$ cat src/inc/tai_params.svh
`ifndef TAI_PARAMS_SVH
`define TAI_PARAMS_SVH
// stream bytes
`define TAI_PRE_ZERO 8'h00
`define TAI_PRE_ONES 8'hFF
`define TAI_RAW_TAG 8'h60
`define TAI_FILL 8'h80
`define TAI_SDID_DUMMY 8'h80
`define TAI_WC_DUMMY 8'h80
`define TAI_SDID_TTX 8'h80
`define TAI_WC_TTX 8'h89
`define TAI_DID_FIXED 3'b010
// event codes, bits 1..0 of the data id code; bit 2 is the field
`define TAI_EV_START 2'b00
`define TAI_EV_VBI 2'b01
`define TAI_EV_END 2'b10
`define TAI_EV_FULL 2'b11
// byte positions within a packet
`define TAI_IDX_DID 6'd3
`define TAI_IDX_SDID 6'd4
`define TAI_IDX_WC 6'd5
`define TAI_IDX_LINE_LO 6'd6
`define TAI_IDX_LINE_HI 6'd7
`define TAI_IDX_PAY_FIRST 6'd8
`define TAI_IDX_PAY_LAST 6'd40
`define TAI_IDX_CKS 6'd41
`define TAI_LAST_DUMMY 6'd5
`define TAI_LAST_TTX 6'd43
`define TAI_LAST_RAW_PRE 6'd3
// line numbers
`define TAI_LINE_FIRST 9'd1
`define TAI_LINE_VBI_END 9'd23
// data id values of the dummy blocks
`define TAI_DID_START_F1 8'h50
`define TAI_DID_START_F2 8'h94
`define TAI_DID_END_F1 8'h92
`define TAI_DID_END_F2 8'h56
`endif

$ cat src/inc/tai_pkg.sv
package tai_pkg;
   // one output byte with framing marks
   typedef struct packed {
      logic [7:0] data;
      logic sop;
      logic eop;
   } tai_byte_t;
   // blanking event from the line timing logic
   typedef struct packed {
      logic [8:0] line;
      logic field;
      logic ttx_avail;
      logic [4:0] int_id;
   } tai_line_t;
   typedef enum logic [1:0] {
      ST_IDLE = 2'b00,
      ST_PKT = 2'b01,
      ST_RAW_PRE = 2'b10,
      ST_RAW = 2'b11
   } tai_state_t;
   typedef enum logic [1:0] {
      K_START = 2'b00,
      K_TTX = 2'b01,
      K_END = 2'b10
   } tai_kind_t;
endpackage

$ cat src/hw/tai_inserter.sv
`timescale 1ns/1ps
`include "tai_params.svh"

module tai_buf2 #(
   parameter int W = 8
) (
   // clock and reset
   input wire logic clk,
   input wire logic rst_n,
   // fill side
   input wire logic in_valid,
   output logic in_ready,
   input wire logic [W-1:0] in_data,
   // drain side
   output logic out_valid,
   input wire logic out_ready,
   output logic [W-1:0] out_data
);
   logic [W-1:0] mem [2];
   logic wr_ptr;
   logic rd_ptr;
   logic [1:0] count;
   wire push = in_valid && in_ready;
   wire pop = out_valid && out_ready;

   // two entries so a drain stall never drops a word
   assign in_ready = (count != 2'd2);
   assign out_valid = (count != 2'd0);
   assign out_data = mem[rd_ptr];

   // pointers and occupancy
   always_ff @(posedge clk or negedge rst_n) begin
      if (!rst_n) begin
         wr_ptr <= 1'b0;
         rd_ptr <= 1'b0;
         count <= 2'd0;
      end else begin
         if (push) wr_ptr <= ~wr_ptr;
         if (pop) rd_ptr <= ~rd_ptr;
         count <= count + 2'(push) - 2'(pop);
      end
   end

   // storage needs no reset
   always_ff @(posedge clk) begin
      if (push) mem[wr_ptr] <= in_data;
   end
endmodule

module tai_inserter (
   // clock and reset
   input wire logic sys_clk,
   input wire logic arst_n,
   // mode controls
   input wire logic bt656_mode,
   input wire logic raw_enable,
   // line timing
   input wire logic blank_start,
   input wire tai_pkg::tai_line_t line_info,
   input wire logic sav_done,
   input wire logic vbi_line,
   // sliced teletext bytes, packet address 1 onward
   input wire logic ttx_valid,
   output logic ttx_ready,
   input wire logic [7:0] ttx_data,
   // raw converter samples at the 2x rate
   input wire logic raw_valid,
   input wire logic [7:0] raw_data,
   // luma byte stream toward the receiver
   output tai_pkg::tai_byte_t anc_out,
   output logic anc_valid,
   input wire logic anc_ready
);
   logic [1:0] rst_q;
   wire rst_n = rst_q[1];
   tai_pkg::tai_state_t state;
   tai_pkg::tai_kind_t kind;
   logic [5:0] idx;
   logic [5:0] sum;
   logic pend_start;
   logic pend_ttx;
   logic pend_end;
   logic pend_raw;
   tai_pkg::tai_line_t line_q;
   logic buf_valid;
   logic [7:0] buf_data;

   // reset released through two flops
   always_ff @(posedge sys_clk or negedge arst_n) begin
      if (!arst_n) rst_q <= 2'b00;
      else rst_q <= {rst_q[0], 1'b1};
   end

   // byte buffer in the teletext path
   wire buf_pop;
   tai_buf2 #(.W(8)) u_buf (
      .clk(sys_clk),
      .rst_n(rst_n),
      .in_valid(ttx_valid),
      .in_ready(ttx_ready),
      .in_data(ttx_data),
      .out_valid(buf_valid),
      .out_ready(buf_pop),
      .out_data(buf_data)
   );

   // event code and data id byte
   wire ttx_full = line_q.line > `TAI_LINE_VBI_END;
   wire [1:0] ev = (kind == tai_pkg::K_START) ? `TAI_EV_START :
                   (kind == tai_pkg::K_END) ? `TAI_EV_END :
                   ttx_full ? `TAI_EV_FULL : `TAI_EV_VBI;
   wire [5:0] did_low = {`TAI_DID_FIXED, line_q.field, ev};
   wire did_par = ^did_low;
   wire [7:0] did = {~did_par, did_par, did_low};
   wire cks_par = ^sum;
   wire [7:0] cks = {~cks_par, cks_par, sum};

   // byte selection by position
   wire is_ttx = (kind == tai_pkg::K_TTX);
   wire in_pay = is_ttx && idx >= `TAI_IDX_PAY_FIRST && idx <= `TAI_IDX_PAY_LAST;
   wire [7:0] hdr_byte = (idx == 6'd0) ? `TAI_PRE_ZERO :
                         (idx < `TAI_IDX_DID) ? `TAI_PRE_ONES :
                         (idx == `TAI_IDX_DID) ? did :
                         (idx == `TAI_IDX_SDID) ? (is_ttx ? `TAI_SDID_TTX : `TAI_SDID_DUMMY) :
                         (is_ttx ? `TAI_WC_TTX : `TAI_WC_DUMMY);
   wire [7:0] ttx_byte = (idx == `TAI_IDX_LINE_LO) ? line_q.line[7:0] :
                         (idx == `TAI_IDX_LINE_HI) ? {2'b00, line_q.line[8], line_q.int_id} :
                         in_pay ? buf_data :
                         (idx == `TAI_IDX_CKS) ? cks : `TAI_FILL;
   wire [7:0] raw_pre = (idx == 6'd0) ? `TAI_PRE_ZERO :
                        (idx == `TAI_LAST_RAW_PRE) ? `TAI_RAW_TAG : `TAI_PRE_ONES;
   wire [7:0] sel_byte = (state == tai_pkg::ST_RAW) ? raw_data :
                         (state == tai_pkg::ST_RAW_PRE) ? raw_pre :
                         (idx <= `TAI_IDX_WC) ? hdr_byte : ttx_byte;
   wire [5:0] last_idx = (state == tai_pkg::ST_RAW_PRE) ? `TAI_LAST_RAW_PRE :
                         is_ttx ? `TAI_LAST_TTX : `TAI_LAST_DUMMY;

   // handshake: load the output register when it is free
   wire advance = !anc_valid || anc_ready;
   wire stall = (state == tai_pkg::ST_PKT && in_pay && !buf_valid) ||
                (state == tai_pkg::ST_RAW && !raw_valid);
   wire ld = advance && !stall && state != tai_pkg::ST_IDLE;
   wire last = (state != tai_pkg::ST_RAW) && idx == last_idx;
   assign buf_pop = ld && state == tai_pkg::ST_PKT && in_pay;
   wire raw_stop = state == tai_pkg::ST_RAW && !vbi_line;
   wire done_pkt = ld && last && state == tai_pkg::ST_PKT;

   // pending events; a new event wins over the clear of the old one
   wire set_start = blank_start && bt656_mode && line_info.line == `TAI_LINE_FIRST;
   wire set_ttx = blank_start && bt656_mode && line_info.ttx_avail;
   wire set_end = blank_start && bt656_mode && line_info.line == `TAI_LINE_VBI_END;
   wire set_raw = sav_done && vbi_line && raw_enable;
   wire clr_start = done_pkt && kind == tai_pkg::K_START;
   wire clr_ttx = done_pkt && kind == tai_pkg::K_TTX;
   wire clr_end = done_pkt && kind == tai_pkg::K_END;
   wire clr_raw = ld && last && state == tai_pkg::ST_RAW_PRE;
   always_ff @(posedge sys_clk or negedge rst_n) begin
      if (!rst_n) begin
         pend_start <= 1'b0;
         pend_ttx <= 1'b0;
         pend_end <= 1'b0;
         pend_raw <= 1'b0;
      end else begin
         pend_start <= set_start || (pend_start && !clr_start);
         pend_ttx <= set_ttx || (pend_ttx && !clr_ttx);
         pend_end <= set_end || (pend_end && !clr_end);
         pend_raw <= set_raw || (pend_raw && !clr_raw);
      end
   end

   // line context held for the whole blanking burst
   always_ff @(posedge sys_clk or negedge rst_n) begin
      if (!rst_n) line_q <= '0;
      else if (blank_start) line_q <= line_info;
   end

   // start dummy, then teletext, then end dummy, then raw
   tai_pkg::tai_state_t next_state;
   tai_pkg::tai_kind_t next_kind;
   always_comb begin
      next_state = state;
      next_kind = kind;
      case (state)
         tai_pkg::ST_IDLE: begin
            if (pend_start) begin
               next_state = tai_pkg::ST_PKT;
               next_kind = tai_pkg::K_START;
            end else if (pend_ttx) begin
               next_state = tai_pkg::ST_PKT;
               next_kind = tai_pkg::K_TTX;
            end else if (pend_end) begin
               next_state = tai_pkg::ST_PKT;
               next_kind = tai_pkg::K_END;
            end else if (pend_raw) begin
               next_state = tai_pkg::ST_RAW_PRE;
            end
         end
         tai_pkg::ST_PKT: begin
            if (done_pkt) next_state = tai_pkg::ST_IDLE;
         end
         tai_pkg::ST_RAW_PRE: begin
            if (ld && last) next_state = tai_pkg::ST_RAW;
         end
         tai_pkg::ST_RAW: begin
            if (raw_stop) next_state = tai_pkg::ST_IDLE;
         end
         default: next_state = tai_pkg::ST_IDLE;
      endcase
   end

   // state, position and running checksum
   always_ff @(posedge sys_clk or negedge rst_n) begin
      if (!rst_n) begin
         state <= tai_pkg::ST_IDLE;
         kind <= tai_pkg::K_START;
         idx <= 6'd0;
         sum <= 6'd0;
      end else begin
         state <= next_state;
         kind <= next_kind;
         if (state == tai_pkg::ST_IDLE || (ld && last)) idx <= 6'd0;
         else if (ld && state != tai_pkg::ST_RAW) idx <= idx + 6'd1;
         if (state == tai_pkg::ST_IDLE) sum <= 6'd0;
         else if (ld && idx >= `TAI_IDX_LINE_LO && idx <= `TAI_IDX_PAY_LAST) sum <= sum + sel_byte[5:0];
      end
   end

   // output register; a raw burst has no end mark
   always_ff @(posedge sys_clk or negedge rst_n) begin
      if (!rst_n) begin
         anc_out <= '0;
         anc_valid <= 1'b0;
      end else if (advance) begin
         anc_valid <= ld;
         anc_out.data <= ld ? sel_byte : anc_out.data;
         anc_out.sop <= ld && idx == 6'd0 && state != tai_pkg::ST_RAW;
         anc_out.eop <= ld && last && state == tai_pkg::ST_PKT;
      end
   end
endmodule

$ cat config.mk
export PLATFORM = sky130hd
export DESIGN_NAME = tai_inserter
export DESIGN_NICKNAME = d
export VERILOG_FILES = /design/src/inc/tai_pkg.sv /design/src/hw/tai_inserter.sv
export VERILOG_INCLUDE_DIRS = /design/src /design/src/inc
export SDC_FILE = /design/constraint.sdc
export NUM_CORES = 1
export LEC_CHECK = 0
export ABC_AREA = 1
export BUFFER_PORTS_ARGS = -buffer_cell sky130_fd_sc_hd__buf_2
export CORE_MARGIN = 2
export CORE_UTILIZATION = 58
export DETAILED_ROUTE_END_ITERATION = 10
export HOLD_SLACK_MARGIN = 0.1
export PLACE_DENSITY = 0.83
export REMOVE_ABC_BUFFERS = 1
export SYNTH_ARGS = -nofsm -noshare
export SYNTH_HDL_FRONTEND = slang
export SYNTH_SLANG_ARGS = --single-unit
$ cat constraint.sdc
create_clock -name sys_clk -period 1.83 [get_ports sys_clk]
set_input_delay 0.183 -clock sys_clk [delete_from_list [all_inputs] [get_ports sys_clk]]
set_output_delay 0.183 -clock sys_clk [all_outputs]
set_load 0.1 [all_outputs]
==> impl_metrics.json, run 1 <==
{
  "yosys.area.top_type_share": 0.328,
  "synth_seq_cells": 68,
  "synth.avg_cell_area_sq_um": 8.22,
  "post-place-ws_ns": -1.14,
  "hpwl_microns": 8360,
  "cts_max_level": 3,
  "initial_utilization": 0.591,
  "grt-worst-endpoint": "sum[4]$_DFFE_PN0P_/D",
  "ys.flop_type": "dfrtp_1",
  "yosys.area_share.simple": 0.288,
  "port_buffers": 53,
  "synthArstFlopShare": 0.765,
  "ios": 54,
  "seq_area_frac_synth": 0.449,
  "die_h_microns": 86.8,
  "synth_top_family_by_area": "simple AND/OR/NAND/NOR gates",
  "status": "stopped before the end",
  "synth_mux_area_frac": 0.0283,
  "synthCells": 483,
  "worst_path_end_type": "register input",
  "synthXorXnorAreaFrac": 0.0265,
  "die_w_microns": 86.8,
  "cts_made_buffers": 9,
  "failing_step": "5_1_grt",
  "syn_area_sq_mm": 0.00397,
  "synth_top_cell_by_area": "dfrtp_1",
  "synth_compound_area_frac": 0.107,
  "synth_edf_count": 16,
  "grt.total_usage": 0.887,
  "synth_area_leaders": "dfrtp_1 33%, nand2_1 13%, edfxtp_1 12%",
  "grt_max_degree": 51,
  "ys_types": 52,
  "overflow": 450,
  "cts_sinks": 68,
  "yosysWarnings": 0,
  "cts_root_buf": "clkbuf_8",
  "gp_congestion": 0.961,
  "error": "[ERROR GRT-0232] Routing congestion too high. Check the congestion heatmap in the GUI.",
  "synth_fa_ha_area_frac": 0.0397,
  "num_rows": 30,
  "ctsLongestPathBuffers": 2
}
kinds of logic after synthesis:
logic type                 count (synthesis)
adders and majority gates                 12
and+or+nand+nor                          249
xor gates and xnor gates                  12
other                                      1
AOI/OAI and AO/OA                         72
DFF                                       68
buffers and inverters                     59
muxes                                     10
per-stage QoR:
| step | instance area [sq um] | instances | hold slack [ns] |
|---|---|---|---|
| after detailed placement | 5010 | 700 | -0.0292 |
| after floorplan | 3930 | 476 | -0.113 |
| after CTS | 6120 | 779 | 0.106 |
| after global placement | 5010 | 700 | -0.0321 |
cell usage after synthesis, drive strengths merged, types with 2 or more instances:
cell type,count
nand2,143
dfrtp,52
inv,51
nor2,50
o21ai,38
nand3,35
a21oi,21
edfxtp,16
ha,11
mux2,10
nor3,7
xor2,7
buf,5
nand4,5
xnor2,5
a31oi,3
nand3b,3
o211ai,3
a21boi,2
and2,2
clkbuf,2
o31ai,2
or2,2
metal layers:
layer  overflow  track usage
met5          0        0.133
met4        116         1.04
met3          2        0.631
met2        331         1.18
met1          1        0.795
timing repair:
item                                   in CTS
cloned                                      1
buffers inserted                           34
setup endpoints to repair                  31
hold buffers                               29
pin swaps                                  42
gates resized for setup                   114
endpoints found under the hold margin      36
==> run 2, diff against run 1 <==
Settings changed: CORE_UTILIZATION 58 to 40, HOLD_SLACK_MARGIN 0.1 to unset, PLACE_DENSITY 0.83 to unset, PLACE_DENSITY_LB_ADDON set to 0.15.
==> impl_metrics.json, run 2 <==
{
  "status": "finished with violations",
  "violations": "negative setup slack",
  "worst_ep_required_time_ns": 2.10,
  "die_area_sq_mm": 0.0107,
  "total_power_mw": 8.73,
  "grt_pass1_vias": 4153,
  "yosys.area.top_type_share": 0.328,
  "synthCells": 483,
  "cts_tree": "yes",
  "die_h_microns": 104,
  "initial_utilization": 0.410,
  "clock_latency_ns": 0.36,
  "ant_nets": 0,
  "relSlewSlack": 0.664,
  "cts_max_level": 3,
  "largest_reg_flops": 16,
  "ys.flop_type": "dfrtp_1",
  "worstMarginPinSlew_ns": 0.504,
  "core_area_sq_mm": 0.00968,
  "ir_worst_vdd_mv": 0.940,
  "syn_area_sq_mm": 0.00397,
  "cts_made_buffers": 9,
  "maxCapViolations": 0,
  "place_inst": 760,
  "synth_area_leaders": "dfrtp_1 33%, nand2_1 13%, edfxtp_1 12%",
  "rr_endpoint": "sum[4]",
  "top_regs": "u_buf.mem (16), line_q (14), anc_out (10)",
  "port_buffers": 53,
  "cts_root_buf": "clkbuf_8",
  "synth.avg_cell_area_sq_um": 8.22,
  "hold_end": "u_buf.mem[1][4]",
  "worst_slack_ns": -0.983,
  "cpMostUsedCell": "nand2_2",
  "crit_path_start": "idx[0]",
  "num_rows": 36,
  "r2r-start": "idx[0]",
  "drcViolationCount": 0,
  "period_minus_slack_ns": 2.81,
  "drive_gt1_frac": 0.544,
  "ios": 54,
  "synth_edf_count": 16,
  "max_stage_delay_ns": 0.42,
  "grt.total_usage": 0.244,
  "cp_cell_sequence": "buf_6 > inv_6 > buf_6 > nand2_4 > nor2_4 > inv_4 > o21ai_2 > o21ai_2 > nand2_2 > nand2_2 > nand2_4 > a21oi_4 > ha_4 > fa_2 > nand2_2 > inv_2 > o21ai_2 > nand2_2 > xnor2_2 > o31ai_2",
  "fin_cells": 828,
  "min_path_type": "in -> reg",
  "ys_types": 52,
  "synth_seq_cells": 68,
  "p_leak_nw": 3.09,
  "yosysWarnings": 0,
  "fmax_ghz": 0.356,
  "min_from": "ttx_data[4]",
  "reg2reg_slack_ns": -0.98,
  "n_antenna_cell": 0,
  "first_iter_violations": 159,
  "drtPass1Iterations": 5,
  "setup_violations": 32,
  "drv_slew": 0,
  "period_share": 1.54,
  "nets": 744,
  "top_register": "u_buf.mem",
  "die_w_microns": 104,
  "mostFrequentLayoutCell": "buf_4",
  "yosys.cell_count.top_type": "nand2_1",
  "rsz0062_at_grt": "yes",
  "reg2reg_depth": 20,
  "ctsLongestPathBuffers": 2,
  "powerDensity_mw_per_mm2": 1340,
  "synth_top_cell_by_area": "dfrtp_1",
  "cp_max_fo": 7,
  "final_hold_viol_count": 0,
  "synthArstFlopShare": 0.765,
  "crit_path_top_delay_cell": "dfrtp_1",
  "final_cell_mix": "108 x buf_4, 104 x nand2_1, 53 x buf_2, 48 x dfrtp_1, 38 x buf_6",
  "cp.buffers_inverters": 5,
  "seq_area_frac_synth": 0.449,
  "grt_pass1_wl_microns": 20500,
  "wl_per_cell_microns": 16.0,
  "cts.clk_slew.worst_paths_ns": 0.08,
  "hold_depth": 1,
  "grt_max_degree": 33,
  "worstPathArrival_ns": 3.08,
  "fill_cells": 750,
  "gp_congestion": 0.904,
  "crit_path_start_kind": "flip-flop",
  "antenna_found_initial": 0,
  "critPathCaptureType": "flip-flop",
  "area_delta_synth_final_pct": 63.8,
  "overflow": 0,
  "finClkSkew_ns": 0.0199,
  "cts_sinks": 68,
  "vias": 4087,
  "hpwl_microns": 8720,
  "cp_top_family": "simple AND/OR/NAND/NOR gates",
  "vias_per_cell": 4.94,
  "synth_common_cells": "135 x nand2_1, 52 x dfrtp_1, 41 x nor2_1, 40 x inv_1, 32 x nand3_1",
  "critPathKind": "reg -> reg",
  "routed_wl_microns": 13200
}
run 2: cell type report:
| cell class | count | area [sq um] | area share |
|---|---|---|---|
| clock buffer | 11 | 141 | 0.0217 |
| sequential | 68 | 1790 | 0.275 |
| timing repair buffer | 203 | 1560 | 0.240 |
| tap | 133 | 166 | 0.0256 |
| multi-input combinational | 356 | 2560 | 0.394 |
| inverter | 52 | 223 | 0.0342 |
| clock inverter | 5 | 60.1 | 0.00923 |
run 2: kinds of logic (layout without fill, tap and decap cells):
group | count (synthesis) | after routing | synth area share
AO/OA/AOI/OAI | 72 | 72 | 0.107
XOR/XNOR | 12 | 12 | 0.0265
adder cells (fa/ha/maj) | 12 | 12 | 0.0397
buffers and inverters | 59 | 271 | 0.0611
flip-flops | 68 | 68 | 0.449
multiplexers | 10 | 10 | 0.0283
other | 1 | 1 | 0.000944
AND/OR/NAND/NOR | 249 | 249 | 0.288
run 2: worst register-to-register path, delay by kind of cell, from the launching register on:
family                     cells  cell delay [ns]
AOI/OAI and AO/OA              5             0.55
xor gates and xnor gates       1             0.13
and+or+nand+nor                7             0.61
adders and majority gates      2             0.57
buffers and inverters          5             0.47
DFF                            1             0.42
run 2: how the worst max path moves through the flow:
stage	endpoint	depth (start not counted)
after detailed placement	sum[4]	19
after global routing	sum[4]	20
after floorplan	sum[4]	18
after global placement	sum[4]	19
final	sum[4]	20
after CTS	sum[4]	18
run 2: metal layers:
metal,global-route usage,share of wire
met5,0,0
met4,0.108,0.037
met3,0.0629,0.043
met2,0.417,0.51
met1,0.290,0.41
run 2: what timing repair did:
action / CTS / global route
endpoints found under the hold margin: 2 / 0
buffers inserted: 56 / 12
setup endpoints to repair: 31 / 32
pin swaps: 49 / 72
resized for setup: 138 / 85
hold buffers: 1 / 0
cloned: 1 / 0
run 2: where the power goes:
part	total, mW	internal, mW	switching (mW)
clock network	1.31	0.673	0.632
registers	2.07	1.87	0.192
logic	5.36	2.26	3.10
run 2: metrics by stage:
| stage | utilization | hold slack, ns | TNS, ns | instance area, sq um | worst slack, ns |
|---|---|---|---|---|---|
| after detailed placement | 0.528 | -0.0282 | -11.79 | 5110 | -1.24 |
| final | 0.672 | 0.0155 | -11.04 | 6510 | -0.983 |
| after floorplan | - | -0.113 | -9.33 | 3930 | -0.918 |
| after global placement | 0.528 | -0.0318 | -11.29 | 5110 | -1.23 |
| after global routing | 0.672 | 0.00159 | -14.54 | 6510 | -1.09 |
| after CTS | 0.640 | 0.0142 | -14.10 | 6190 | -0.898 |
No activity file was read; power rests on OpenSTA's default activity.
==> run 3, diff against run 2 <==
Settings changed: ABC_AREA 1 to unset.
==> impl_metrics.json, run 3 <==
{
  "reg2reg_slack_ns": -1.24,
  "seq_area_frac_synth": 0.457,
  "core_area_sq_mm": 0.00959,
  "setup_tns_ns": -15.24,
  "grt.total_usage": 0.260,
  "drtPass1Iterations": 5,
  "num_rows": 36,
  "cts_tree": "yes",
  "p_leak_nw": 2.72,
  "top_register": "u_buf.mem",
  "setup_violations": 31,
  "wl_per_cell_microns": 18.4,
  "final_cell_mix": "118 x buf_4, 53 x buf_2, 47 x dfrtp_1, 22 x buf_6, 21 x mux2_2",
  "top_regs": "u_buf.mem (16), line_q (14), anc_out (10)",
  "ys_types": 63,
  "violations": "negative setup slack",
  "place_inst": 651,
  "maxCapViolations": 0,
  "cts_root_buf": "clkbuf_8",
  "cts_max_level": 3,
  "gp_congestion": 0.921,
  "mostFrequentLayoutCell": "buf_4",
  "synth_top_cell_by_area": "dfrtp_1",
  "area_delta_synth_final_pct": 58.1,
  "cp_max_fo": 6,
  "cts.clk_slew.worst_paths_ns": 0.09,
  "yosys.area.top_type_share": 0.334,
  "post-place-ws_ns": -1.38,
  "ios": 54,
  "period_share": 1.68,
  "total_power_mw": 13.1,
  "met3_usage": 0.0386,
  "worstPathArrival_ns": 3.35,
  "busiest_layer": "met2",
  "min_path_type": "in -> reg",
  "synthArstFlopShare": 0.765,
  "die_h_microns": 103,
  "hpwl_microns": 8970,
  "clock_latency_ns": 0.37,
  "synth_seq_cells": 68,
  "die_area_sq_mm": 0.0105,
  "first_iter_violations": 224,
  "ys.flop_type": "dfrtp_1",
  "antenna_found_initial": 0,
  "yosys.cell_count.top_type": "dfrtp_1",
  "port_buffers": 53,
  "cts_made_buffers": 9,
  "grt_max_degree": 29,
  "powerDensity_mw_per_mm2": 2120,
  "critPathKind": "reg -> reg",
  "ant_nets": 0,
  "crit_path_start_kind": "flip-flop",
  "yosysWarnings": 0,
  "die_w_microns": 103,
  "synthCells": 373,
  "use_met2": 0.427,
  "ir_worst_vdd_mv": 1.03,
  "n_antenna_cell": 0,
  "nets": 618,
  "drive_gt1_frac": 0.571,
  "largest_reg_flops": 16,
  "synth_edf_count": 16,
  "final_hold_viol_count": 0,
  "fin_util": 0.642,
  "finClkSkew_ns": 0.0158,
  "worst_slack_ns": -1.24,
  "period_minus_slack_ns": 3.07,
  "initial_utilization": 0.406,
  "synth.avg_cell_area_sq_um": 10.4,
  "final_area_sq_mm": 0.00616,
  "worst_ep_required_time_ns": 2.11,
  "critPathCaptureType": "flip-flop",
  "synth_common_cells": "52 x dfrtp_1, 28 x a21oi_1, 24 x o21ai_0, 22 x mux2_2, 20 x nor2_1",
  "grt_use_met1": 0.352,
  "worstMarginPinSlew_ns": 0.649,
  "rsz0062_at_grt": "yes",
  "grt_pass1_vias": 3828,
  "fin_cells": 702,
  "overflow": 0,
  "ctsLongestPathBuffers": 2,
  "hold_slack_ns": 0.0132,
  "status": "finished with violations",
  "drv_slew": 0,
  "synth_area_leaders": "dfrtp_1 33%, edfxtp_1 12%, mux2_2 6.4%",
  "cts_sinks": 68,
  "relSlewSlack": 0.566,
  "place_area_sq_mm": 0.00505,
  "grt_pass1_wl_microns": 20400,
  "fmax_ghz": 0.326,
  "vias_per_cell": 5.33,
  "vias": 3744,
  "syn_area_sq_mm": 0.00389,
  "drcViolationCount": 0,
  "routed_wl_microns": 12900
}
[run 3: where the power goes]
| group | switching (mW) | leakage, nW | total, mW | internal (mW) |
|---|---|---|---|---|
| logic | 4.80 | 1.87 | 9.57 | 4.77 |
| clock network | 0.647 | 0.0830 | 1.14 | 0.493 |
| registers | 0.335 | 0.770 | 2.37 | 2.03 |
[run 3: worst paths after layout]
kind / startpoint / end / cells after the start
setup / recovery: idx[0] / sum[5] / 12
hold / removal: ttx_data[1] / u_buf.mem[0][1] / 1
setup reg to reg: idx[0] / sum[5] / 12
hold reg to reg: rst_q[1] / kind[1] / 1
max in group asynchronous: rst_q[1] / idx[3] / 1
min in group asynchronous: arst_n / rst_q[0] / 2
[run 3: kinds of logic (layout without fill, tap and decap cells)]
group | after synthesis | after routing | synth area share
simple gates | 111 | 111 | 0.154
compound gates | 104 | 105 | 0.183
flops | 68 | 68 | 0.457
buf+inv | 32 | 227 | 0.0411
mux | 29 | 29 | 0.0829
xor+xnor | 16 | 16 | 0.0395
fa+ha+maj | 12 | 12 | 0.0405
other cells | 1 | 1 | 0.000963
[run 3: final cells by class]
type	instances	area [sq um]
clock buffers	10	128
clock inverters	6	40.0
fillers	794	3440
inverters	12	45.0
multi-input cells	274	2500
flip-flops and latches	68	1790
well taps	133	166
repair buffers	199	1490
[run 3: metal layers]
| layer | up-vias | part of all wire |
|---|---|---|
| met3 | 22 | 0.047 |
| met2 | 121 | 0.49 |
| met1 | 1835 | 0.43 |
| met4 | 0 | 0.025 |
| li1 | 1766 | - |
| met5 | - | 0 |
[run 3: worst max-delay path, cell delays in order, from the launching register on]
cell      delay [ns]
dfrtp_2         0.47
o311ai_4        0.38
buf_4           0.18
and4_4          0.26
buf_4           0.15
mux2i_1         0.20
a21oi_1         0.11
o211a_4         0.27
ha_4            0.29
nand3b_1        0.11
and3b_1         0.19
mux2i_1         0.17
mux2i_1         0.21
[run 3: repair_timing]
action	CTS	global route
pin swaps	46	14
endpoints found under the setup margin	31	31
hold endpoints to repair	2	2
gates resized for setup	104	35
cloned	1	0
hold buffers	1	1
setup buffers	31	7
==> run 4, diff against run 3 <==
Settings changed: BUFFER_PORTS_ARGS -buffer_cell sky130_fd_sc_hd__buf_2 to -buffer_cell sky130_fd_sc_hd__buf_4, CTS_CLUSTER_SIZE set to 14.
==> impl_metrics.json, run 4 (synthesis gave the netlist of run 3 again) <==
{
  "ios": 54,
  "final_hold_viol_count": 0,
  "fmax_ghz": 0.319,
  "nets": 629,
  "top_regs": "u_buf.mem (16), line_q (14), anc_out (10)",
  "period_minus_slack_ns": 3.13,
  "reg2reg_slack_ns": -1.30,
  "drtPass1Iterations": 5,
  "rsz0062_at_grt": "yes",
  "use_met2": 0.390,
  "clock_latency_ns": 0.36,
  "cts_tree": "yes",
  "cts.clk_slew.worst_paths_ns": 0.08,
  "setup_violations": 29,
  "final_area_sq_mm": 0.00644,
  "grt_pass1_wl_microns": 19600,
  "n_antenna_cell": 0,
  "min_path_type": "in -> reg",
  "largest_reg_flops": 16,
  "crit_path_start": "idx[1]",
  "critPathCaptureType": "flip-flop",
  "crit_path_start_kind": "flip-flop",
  "cts_root_buf": "clkbuf_8",
  "r2r-start": "idx[1]",
  "grt_use_met1": 0.336,
  "maxCapViolations": 0,
  "ir_worst_vdd_mv": 1.09,
  "place_inst": 647,
  "status": "finished with violations",
  "grt.total_usage": 0.251,
  "overflow": 0,
  "violations": "negative setup slack",
  "reg2reg_depth": 15,
  "wl_per_cell_microns": 19.0,
  "die_w_microns": 103,
  "rr_endpoint": "sum[4]",
  "place_area_sq_mm": 0.00517,
  "top_register": "u_buf.mem",
  "antenna_found_initial": 0,
  "met3_usage": 0.0488,
  "die_area_sq_mm": 0.0105,
  "drive_gt1_frac": 0.578,
  "worstPathArrival_ns": 3.42,
  "worst_slack_ns": -1.30,
  "first_iter_violations": 250,
  "cts_made_buffers": 9,
  "grt_max_degree": 46,
  "fin_cells": 713,
  "hpwl_microns": 9230,
  "busiest_layer": "met2",
  "cp_max_fo": 6,
  "worstMarginPinSlew_ns": 0.608,
  "grt_pass1_vias": 3678,
  "num_rows": 36,
  "vias_per_cell": 5.47,
  "period_share": 1.71,
  "die_h_microns": 103,
  "relSlewSlack": 0.594,
  "core_area_sq_mm": 0.00959,
  "mostFrequentLayoutCell": "buf_4",
  "port_buffers": 53,
  "ctsLongestPathBuffers": 2,
  "drv_slew": 0,
  "vias": 3897,
  "initial_utilization": 0.406,
  "critPathKind": "reg -> reg",
  "gp_congestion": 0.910,
  "finClkSkew_ns": 0.0134,
  "final_cell_mix": "175 x buf_4, 47 x dfrtp_1, 24 x buf_6, 22 x mux2_2",
  "worst_ep_required_time_ns": 2.12,
  "ant_nets": 0,
  "p_leak_nw": 2.82,
  "crit_end": "sum[4]",
  "routed_wl_microns": 13500,
  "powerDensity_mw_per_mm2": 2100,
  "area_delta_synth_final_pct": 65.3,
  "cts_sinks": 68,
  "drcViolationCount": 0,
  "cts_max_level": 3
}
## run 4: worst min path at each step
| stage | from | end | slack (ns) | depth (start not counted) |
|---|---|---|---|---|
| 2_1_floorplan | arst_n | rst_q[0] | -0.11 | 0 |
| 5_1_grt | ttx_data[6] | u_buf.mem[0][6] | 0.006 | 1 |
| 3_3_place_gp | arst_n | rst_q[0] | -0.04 | 1 |
| 3_5_place_dp | arst_n | rst_q[0] | -0.03 | 1 |
| 4_1_cts | ttx_data[3] | u_buf.mem[1][3] | 0.008 | 1 |
| 6_report | ttx_data[3] | u_buf.mem[1][3] | 0.02 | 1 |
## run 4: stage by stage
stage               hold WS, ns  setup WS, ns  setup TNS [ns]  utilization  total power [mW]
finish                   0.0164         -1.30          -14.77        0.671              13.5
global route            0.00613         -1.43          -16.69        0.671              14.2
CTS                     0.00757         -1.20          -13.08        0.621              12.0
detailed placement      -0.0329         -1.54          -16.12        0.539              9.27
global placement        -0.0351         -1.53          -15.61        0.539              9.20
floorplan                -0.113         -1.29          -15.08            -              6.22
## run 4: area by class of cell
class                           instances  area, sq um
Sequential cell                        68         1790
Inverter                               12         45.0
Multi-Input combinational cell        273         2480
Fill cell                             732         3150
Clock buffer                           11          153
Clock inverter                          5         60.1
Timing Repair Buffer                  211         1750
Tap cell                              133          166
## run 4: critical path: stages, from the launching register on
cell and delay (ns):
dfrtp_2 0.47, buf_6 0.13, nand3b_1 0.15, buf_4 0.19
or2_4 0.25, o22ai_4 0.19, a21oi_2 0.07, nor3_2 0.17
nor2_1 0.10, ha_2 0.21, fa_2 0.37, a21o_1 0.20
a21oi_2 0.17, xnor2_1 0.13, nand3_1 0.12, a21oi_2 0.15
## run 4: what timing repair did
item,in CTS,in global routing
setup endpoints to repair,30,31
buffers inserted,25,25
hold buffers,6,0
gates resized for setup,76,71
endpoints found under the hold margin,11,0
pin swaps,41,46
## run 4: report_power, final
part / switching [mW] / internal (mW) / total [mW]
Clock: 0.634 / 0.715 / 1.35
Sequential: 0.350 / 2.03 / 2.38
Combinational: 4.94 / 4.85 / 9.79
## run 4: layer usage
layer / vias to the layer above / share of wire / routed length (microns)
met5: - / 0 / 0
met4: 0 / 0.038 / 521
met3: 41 / 0.055 / 741
met2: 149 / 0.49 / 6610
met1: 1929 / 0.42 / 5670
li1: 1778 / - / -
